## config.mk

```make
export PLATFORM = sky130hd
export DESIGN_NAME = arw_top
export DESIGN_NICKNAME = d
export VERILOG_FILES = /design/src/rtl/arw_pkg.sv /design/src/rtl/arw_top.sv
export SDC_FILE = /design/constraint.sdc
export NUM_CORES = 1
export LEC_CHECK = 0
export BUFFER_PORTS_ARGS = -buffer_cell sky130_fd_sc_hd__buf_2
export CORE_ASPECT_RATIO = 0.7
export CORE_MARGIN = 2
export CORE_UTILIZATION = 45
export CTS_CLUSTER_SIZE = 14
export DETAILED_ROUTE_END_ITERATION = 7
export GPL_ROUTABILITY_DRIVEN = 0
export PLACE_DENSITY = 0.77
export REMOVE_ABC_BUFFERS = 1
export SYNTH_ARGS = -nofsm -noshare
export SYNTH_HDL_FRONTEND = slang
export SYNTH_SLANG_ARGS = --single-unit
```

## constraint.sdc

```tcl
create_clock -name clk_i -period 5.3 [get_ports clk_i]
set_input_delay 0 -clock clk_i [delete_from_list [all_inputs] [get_ports clk_i]]
set_output_delay 0 -clock clk_i [all_outputs]
set_load 0.01 [all_outputs]
```

## src/rtl/arw_pkg.sv

```systemverilog
// package: register map, field layout and modes of the result/window block
package arw_pkg;
  // ******************************
  // register indices (byte address is four times the index)
  // ******************************
  localparam logic [5:0] IDX_SAMPLE_COUNT = 6'h02;
  localparam logic [5:0] IDX_WINDOW_MODE = 6'h04;
  localparam logic [5:0] IDX_START_CONV = 6'h08;
  localparam logic [5:0] IDX_IRQ_ENABLE = 6'h0A;
  localparam logic [5:0] IDX_IRQ_FLAGS = 6'h0B;
  localparam logic [5:0] IDX_HALT_BEHAVIOUR = 6'h0C;
  localparam logic [5:0] IDX_BYTE_STAGING = 6'h0D;
  localparam logic [5:0] IDX_CONVERTED_VALUE = 6'h10;
  localparam logic [5:0] IDX_WINDOW_LOW_LIMIT = 6'h12;
  localparam logic [5:0] IDX_WINDOW_HIGH_LIMIT = 6'h14;
  localparam logic [5:0] IDX_HIGH_BYTE = 6'h01;
  localparam int ADR_LSB = 2;
  // ******************************
  // field positions and reset values
  // ******************************
  localparam int BIT_SAMPLE_DONE = 0;
  localparam int BIT_WINDOW_MATCH = 1;
  localparam int BIT_RUN_WHEN_HALTED = 0;
  localparam int BIT_START = 0;
  localparam logic [7:0] RST_BYTE = 8'h00;
  localparam logic [15:0] RST_WORD = 16'h0000;
  // ******************************
  // converter figures
  // ******************************
  localparam logic [9:0] CODE_MAX = 10'h3FF;
  localparam logic [9:0] CODE_MIN = 10'h000;
  localparam logic [15:0] ACC_CEILING = 16'hFFC0;
  localparam logic [2:0] COUNT_MAX_LOG2 = 3'h6;
  localparam logic [6:0] COUNT_ONE = 7'h01;
  localparam logic [6:0] COUNT_ZERO = 7'h00;
  // ******************************
  // window compare modes
  // ******************************
  localparam logic [2:0] MODE_NONE = 3'h0;
  localparam logic [2:0] MODE_BELOW = 3'h1;
  localparam logic [2:0] MODE_ABOVE = 3'h2;
  localparam logic [2:0] MODE_INSIDE = 3'h3;
  localparam logic [2:0] MODE_OUTSIDE = 3'h4;
  typedef struct packed {
    logic window_match_flag;
    logic sample_done_flag;
  } arw_flags_t;
  typedef enum logic {ST_IDLE, ST_BUSY} arw_state_t;
endpackage

```

## src/rtl/arw_top.sv

```systemverilog
// result, window compare, flags and 16-bit staging behind a classic Wishbone slave
//
// Chosen here: the Wishbone interface to the registers.
`timescale 1ns/1ps
module arw_top
(
  input wire logic clk_i,
  input wire logic rst_i,
  input wire logic cyc_i,
  input wire logic stb_i,
  input wire logic we_i,
  input wire logic [7:0] adr_i,
  input wire logic [3:0] sel_i,
  input wire logic [31:0] dat_i,
  output logic [31:0] dat_o,
  output logic ack_o,
  input wire logic debug_halt_i,
  input wire logic start_event_i,
  input wire logic sample_valid_i,
  input wire logic signed [11:0] sample_i,
  output logic conv_start_o,
  output logic irq_o
);
  import arw_pkg::*;

  // ******************************
  // bus decode
  // ******************************
  logic req;
  logic wr;
  logic rd;
  logic [5:0] idx;
  logic [7:0] wbyte;
  assign req = cyc_i && stb_i && !ack_o;
  assign wr = req && we_i && sel_i[0];
  assign rd = req && !we_i;
  assign idx = adr_i[7:ADR_LSB];
  assign wbyte = dat_i[7:0];

  // ******************************
  // registers
  // ******************************
  logic [2:0] sample_count;
  logic [2:0] window_mode;
  logic [1:0] irq_enable;
  arw_flags_t flags;
  logic run_when_halted;
  logic [7:0] byte_staging;
  logic [15:0] converted_value;
  logic [15:0] window_low_limit;
  logic [15:0] window_high_limit;
  arw_state_t state;
  logic [15:0] accum;
  logic [6:0] taken;
  logic [6:0] target;
  logic running;
  logic [9:0] code;
  logic [15:0] next_accum;
  logic last;
  logic done;
  logic hit;
  logic res_read;

  // stopped while halted unless told to run through it
  assign running = !debug_halt_i || run_when_halted;
  assign target = COUNT_ONE << sample_count;

  always_comb
  begin
    if (sample_i > $signed({2'b00, CODE_MAX}))
      code = CODE_MAX;
    else if (sample_i < 0)
      code = CODE_MIN;
    else
      code = sample_i[9:0];
  end

  // each term at most 0x3FF, so 64 of them stay at or below the ceiling
  assign next_accum = accum + {6'h00, code};
  assign last = (taken + COUNT_ONE) == target;
  // an abort in the final sample's cycle wins, so no result and no flags
  assign done = (state == ST_BUSY) && running && sample_valid_i && last &&
                !(wr && idx == IDX_START_CONV && !wbyte[BIT_START]);

  function automatic logic window_hit(input logic [2:0] m, input logic [15:0] v,
                                      input logic [15:0] lo, input logic [15:0] hi);
    unique case (m)
      MODE_BELOW: window_hit = v < lo;
      MODE_ABOVE: window_hit = v > hi;
      MODE_INSIDE: window_hit = (v > lo) && (v < hi);
      MODE_OUTSIDE: window_hit = (v < lo) || (v > hi);
      default: window_hit = 1'b0;
    endcase
  endfunction

  // compared on the final sum only, never per sample
  assign hit = window_hit(window_mode, next_accum, window_low_limit, window_high_limit);

  // reading the low result byte is the read that clears the flags
  assign res_read = rd && idx == IDX_CONVERTED_VALUE;

  // ******************************
  // software registers
  // ******************************
  always_ff @(posedge clk_i)
  begin
    if (rst_i)
    begin
      sample_count <= RST_BYTE[2:0];
      window_mode <= MODE_NONE;
      irq_enable <= RST_BYTE[1:0];
      run_when_halted <= 1'b0;
      window_low_limit <= RST_WORD;
      window_high_limit <= RST_WORD;
    end
    else if (wr)
    begin
      unique case (idx)
        IDX_SAMPLE_COUNT:
          sample_count <= (wbyte[2:0] > COUNT_MAX_LOG2) ? COUNT_MAX_LOG2 : wbyte[2:0];
        IDX_WINDOW_MODE: window_mode <= wbyte[2:0];
        IDX_IRQ_ENABLE: irq_enable <= wbyte[1:0];
        IDX_HALT_BEHAVIOUR: run_when_halted <= wbyte[BIT_RUN_WHEN_HALTED];
        // high byte write commits the staged low byte in one go
        IDX_WINDOW_LOW_LIMIT + IDX_HIGH_BYTE:
          window_low_limit <= {wbyte, byte_staging};
        IDX_WINDOW_HIGH_LIMIT + IDX_HIGH_BYTE:
          window_high_limit <= {wbyte, byte_staging};
        default: ;
      endcase
    end
  end

  // ******************************
  // shared staging byte
  // ******************************
  always_ff @(posedge clk_i)
  begin
    if (rst_i)
      byte_staging <= RST_BYTE;
    else if (wr && (idx == IDX_BYTE_STAGING || idx == IDX_WINDOW_LOW_LIMIT ||
                    idx == IDX_WINDOW_HIGH_LIMIT))
      byte_staging <= wbyte;
    else if (rd && idx == IDX_CONVERTED_VALUE)
      byte_staging <= converted_value[15:8];
    else if (rd && idx == IDX_WINDOW_LOW_LIMIT)
      byte_staging <= window_low_limit[15:8];
    else if (rd && idx == IDX_WINDOW_HIGH_LIMIT)
      byte_staging <= window_high_limit[15:8];
  end

  // ******************************
  // conversion sequencer
  // ******************************
  always_ff @(posedge clk_i)
  begin
    if (rst_i)
    begin
      state <= ST_IDLE;
      accum <= RST_WORD;
      taken <= COUNT_ZERO;
      conv_start_o <= 1'b0;
    end
    else
    begin
      conv_start_o <= 1'b0;
      unique case (state)
        ST_IDLE:
        begin
          // events count only while running
          if ((wr && idx == IDX_START_CONV && wbyte[BIT_START]) ||
              (start_event_i && running))
          begin
            state <= ST_BUSY;
            accum <= RST_WORD;
            taken <= COUNT_ZERO;
            conv_start_o <= running;
          end
        end
        ST_BUSY:
        begin
          if (wr && idx == IDX_START_CONV && !wbyte[BIT_START])
            state <= ST_IDLE;
          else if (running && sample_valid_i)
          begin
            accum <= next_accum;
            taken <= taken + COUNT_ONE;
            if (last)
              state <= ST_IDLE;
            else
              conv_start_o <= 1'b1;
          end
        end
      endcase
    end
  end

  // ******************************
  // result register
  // ******************************
  always_ff @(posedge clk_i)
  begin
    if (rst_i)
      converted_value <= RST_WORD;
    else if (done)
      converted_value <= next_accum;
  end

  // ******************************
  // flags and interrupt
  // ******************************
  arw_flags_t next_flags;
  always_comb
  begin
    next_flags = flags;
    if (wr && idx == IDX_IRQ_FLAGS)
    begin
      if (wbyte[BIT_WINDOW_MATCH])
        next_flags.window_match_flag = 1'b0;
      if (wbyte[BIT_SAMPLE_DONE])
        next_flags.sample_done_flag = 1'b0;
    end
    if (res_read)
      next_flags = '0;
    // a completion in the clearing cycle wins
    if (done)
    begin
      next_flags.sample_done_flag = 1'b1;
      if (hit)
        next_flags.window_match_flag = 1'b1;
    end
  end

  always_ff @(posedge clk_i)
  begin
    if (rst_i)
    begin
      flags <= '0;
      irq_o <= 1'b0;
    end
    else
    begin
      flags <= next_flags;
      irq_o <= |(next_flags & irq_enable);
    end
  end

  // ******************************
  // read mux and acknowledge
  // ******************************
  logic [7:0] rbyte;
  always_comb
  begin
    rbyte = RST_BYTE;
    unique case (idx)
      IDX_SAMPLE_COUNT: rbyte = {5'h00, sample_count};
      IDX_WINDOW_MODE: rbyte = {5'h00, window_mode};
      IDX_START_CONV: rbyte = {7'h00, state == ST_BUSY};
      IDX_IRQ_ENABLE: rbyte = {6'h00, irq_enable};
      IDX_IRQ_FLAGS: rbyte = {6'h00, flags};
      IDX_HALT_BEHAVIOUR: rbyte = {7'h00, run_when_halted};
      IDX_BYTE_STAGING: rbyte = byte_staging;
      IDX_CONVERTED_VALUE: rbyte = converted_value[7:0];
      IDX_WINDOW_LOW_LIMIT: rbyte = window_low_limit[7:0];
      IDX_WINDOW_HIGH_LIMIT: rbyte = window_high_limit[7:0];
      // high halves come from the byte latched by the low read
      IDX_CONVERTED_VALUE + IDX_HIGH_BYTE: rbyte = byte_staging;
      IDX_WINDOW_LOW_LIMIT + IDX_HIGH_BYTE: rbyte = byte_staging;
      IDX_WINDOW_HIGH_LIMIT + IDX_HIGH_BYTE: rbyte = byte_staging;
      default: rbyte = RST_BYTE;
    endcase
  end

  always_ff @(posedge clk_i)
  begin
    if (rst_i)
    begin
      ack_o <= 1'b0;
      dat_o <= 32'h00000000;
    end
    else
    begin
      ack_o <= req;
      dat_o <= {24'h000000, rd ? rbyte : RST_BYTE};
    end
  end
endmodule

```

==> impl_metrics.json <==
{
  "synth_warnings": 0,
  "die_area_um2": 15100,
  "synth_compound_area_share_pct": 19.1,
  "crit_type": "reg -> reg",
  "reg2reg_from": "accum[0]$_SDFFE_PP0P_",
  "ir_drop_uv": 169,
  "drc_errors": 0,
  "drive_gt1_share_pct": 9.54,
  "avgSynthCellArea_um2": 7.72,
  "dp_hpwl_mm": 11.7,
  "ys_ff_latch": 102,
  "area_growth_syn_to_layout_pct": 9.28,
  "total_power_w": 0.00163,
  "worst_pin_slew_ns": 1.11,
  "syn_inst": 822,
  "final_cell_mix": "nand2_1 (110), nor2_1 (110), dfxtp_1 (102)",
  "cts.clk_slew.worst_paths_ns": 0.07,
  "max_slew_margin_pct": 26.0,
  "core_um2": 13800,
  "h-tree-depth": 3,
  "drv_slew": 0,
  "start_util_pct": 45.9,
  "p_per_area_nw_per_um2": 236,
  "n_fill_cell": 1356,
  "ys_seq_area_share_pct": 32.2,
  "clock_latency_ns": 0.35,
  "via_per_inst": 5.61,
  "leakagePower_nw": 2.63,
  "synth_top_family_by_area": "simple AND/OR/NAND/NOR gates",
  "yosys.area.top_type": "dfxtp_1",
  "die_w_um": 146,
  "max_cap_violations": 0,
  "final.min_clock_period_ns": 4.27,
  "synth-simple-area-share_pct": 22.8,
  "routedWlPerCell_um": 15.9,
  "rsz0062_at_grt": "false",
  "ys_types": 63,
  "max_freq_ghz": 0.234,
  "synth_top_area_share_pct": 32.2,
  "grt_remaining_overflow": 0,
  "status": "finished clean",
  "cp.required_ns": 5.52,
  "antenna_found_initial": 0,
  "wl_mm": 16.6,
  "synth_edf_count": 0,
  "cts_num_sinks": 102,
  "critPathLaunchType": "flop",
  "synth_area_um2": 6350,
  "grt_pass1_vias": 5007,
  "clockBufferDepth": 2,
  "tritoncts": "built",
  "fin_hold_ws_ns": 0.0254,
  "hp-class": "in -> reg",
  "synth_adder_area_share_pct": 8.99,
  "die_h_um": 103,
  "grt_usage_pct": 21.8,
  "ys.flop_type": "dfxtp_1",
  "fin_skew_ns": 0.0114,
  "synth_xor_xnor_area_share_pct": 2.90,
  "firstDrtPassIters": 5,
  "fin_crit_sh_pct": 80.6,
  "final_nets": 953,
  "drtIter0Drc": 530,
  "muxShareOfSynthArea_pct": 5.85,
  "worstSetupStartpoint": "accum[0]$_SDFFE_PP0P_",
  "async_flop_share_pct": 0,
  "grt_pass1_wl_mm": 26.0,
  "hold_violations": 0,
  "cts-root-buf": "clkbuf_16",
  "synth_area_leaders": "dfxtp_1 (32%), ha_1 (8.7%), a21oi_1 (6.6%)",
  "ant_nets": 0,
  "grt_max_degree": 57,
  "min_from": "dat_i[1]",
  "cts_buffers": 9,
  "cp_max_fo": 5,
  "cp_data_arrival_time_ns": 4.49,
  "vias": 5827,
  "diodes": 0,
  "portBuffers": 45,
  "rows": 36,
  "fin_tns_setup_ns": 0,
  "setup_viol": 0,
  "ioPinCount": 99,
  "endpoint_kind": "flop",
  "postCtsSetupRepairBufs": 0
}
-- stage by stage --
stage,area [µm²],setup slack [ns],instances,util (%)
after global placement,6570,1.16,1017,47.5
after CTS,6940,1.09,1039,50.2
after floorplan,6060,1.63,777,-
final,6940,1.03,1039,50.2
after detailed placement,6570,1.13,1017,47.5
after global routing,6940,0.699,1039,50.2
-- power by group --
| group | total, W | leakage, nW | switching [W] | internal [W] |
|---|---|---|---|---|
| Combinational | 0.000171 | 1.66 | 0.000113 | 0.0000578 |
| Clock | 0.000690 | 0.155 | 0.000298 | 0.000392 |
| Sequential | 0.000774 | 0.822 | 0.00000331 | 0.000770 |
| Total | 0.00163 | 2.63 | 0.000414 | 0.00122 |
-- path summary, 6_finish.rpt --
| kind | depth (start not counted) | endpoint | slack, ns |
|---|---|---|---|
| worst max-delay path | 16 | irq_o$_SDFF_PP0_ | 1.03 |
| worst min-delay path | 3 | window_low_limit[9]$_SDFFE_PP0P_ | 0.03 |
| worst max register to register | 16 | irq_o$_SDFF_PP0_ | 1.03 |
| worst min register to register | 2 | window_high_limit[6]$_SDFFE_PP0P_ | 0.45 |
-- state kept, by name, indices dropped and copies added, names as in the netlist, 2 cells and up --
register           count
dat_o                  8
sample_count           3
irq_enable             2
taken                  7
window_high_limit     16
window_mode            3
window_low_limit      16
byte_staging           8
flags                  2
accum                 16
converted_value       16
-- logic make-up (layout without fill, tap and decap cells) --
group	count (synthesis)	in the layout
fa+ha+maj	45	45
compound gates	189	189
flops	102	102
simple gates	321	321
mux	37	37
xor+xnor	21	21
buf+inv	106	110
other cells	1	24
-- layer usage --
| layer | vias to the layer above | track usage [%] | part of all wire, % |
|---|---|---|---|
| met3 | 15 | 4.43 | 8.0 |
| li1 | 2867 | - | - |
| met2 | 223 | 33.4 | 42 |
| met5 | - | 0 | 0 |
| met4 | 0 | 4.60 | 0.97 |
| met1 | 2722 | 31.9 | 49 |
-- critical path: stages, from the launching register on --
cell	delay, ns
dfxtp_1	0.32
ha_1	0.23
fa_1	0.41
a21oi_1	0.24
o2111ai_1	0.17
o211ai_1	0.18
o21a_1	0.28
nor2_1	0.09
xnor2_1	0.31
inv_1	0.13
ha_1	0.34
nand4_1	0.21
a2111o_1	0.44
o211a_1	0.19
nor2b_1	0.16
o311ai_0	0.31
o211ai_1	0.13
-- cell usage after synthesis (6+ instances only) --
| master | instances |
|---|---|
| o22ai_1 | 8 |
| buf_2 | 7 |
| clkbuf_1 | 33 |
| o211ai_1 | 6 |
| nand2_1 | 110 |
| nor4_1 | 6 |
| xnor2_1 | 13 |
| a31oi_1 | 6 |
| ha_1 | 44 |
| xor2_1 | 8 |
| or3_1 | 6 |
| buf_4 | 24 |
| nand2b_1 | 8 |
| nor2_1 | 111 |
| nor2b_1 | 7 |
| nand3_1 | 27 |
| inv_1 | 38 |
| a21oi_1 | 84 |
| a211oi_1 | 22 |
| nor3_1 | 6 |
| mux2i_1 | 36 |
| o21ai_0 | 20 |
| dfxtp_1 | 102 |
| a22oi_1 | 14 |
| nand4_1 | 10 |
-- layout make-up --
| class | instances | area (µm²) | share of cell area [%] |
|---|---|---|---|
| Sequential cell | 102 | 2040 | 29.4 |
| Tap cell | 190 | 238 | 3.43 |
| Clock buffer | 11 | 253 | 3.64 |
| Multi-Input combinational cell | 637 | 3880 | 56.0 |
| Inverter | 38 | 143 | 2.06 |
| Clock inverter | 5 | 57.6 | 0.830 |
| Timing Repair Buffer | 56 | 323 | 4.65 |
-- timing repair --
item	4_1_cts	5_1_grt
setup endpoints to repair	0	0
hold buffers	6	0
gates resized for setup	0	0
endpoints found under the hold margin	18	0
Power figures use the tool's default switching activity.
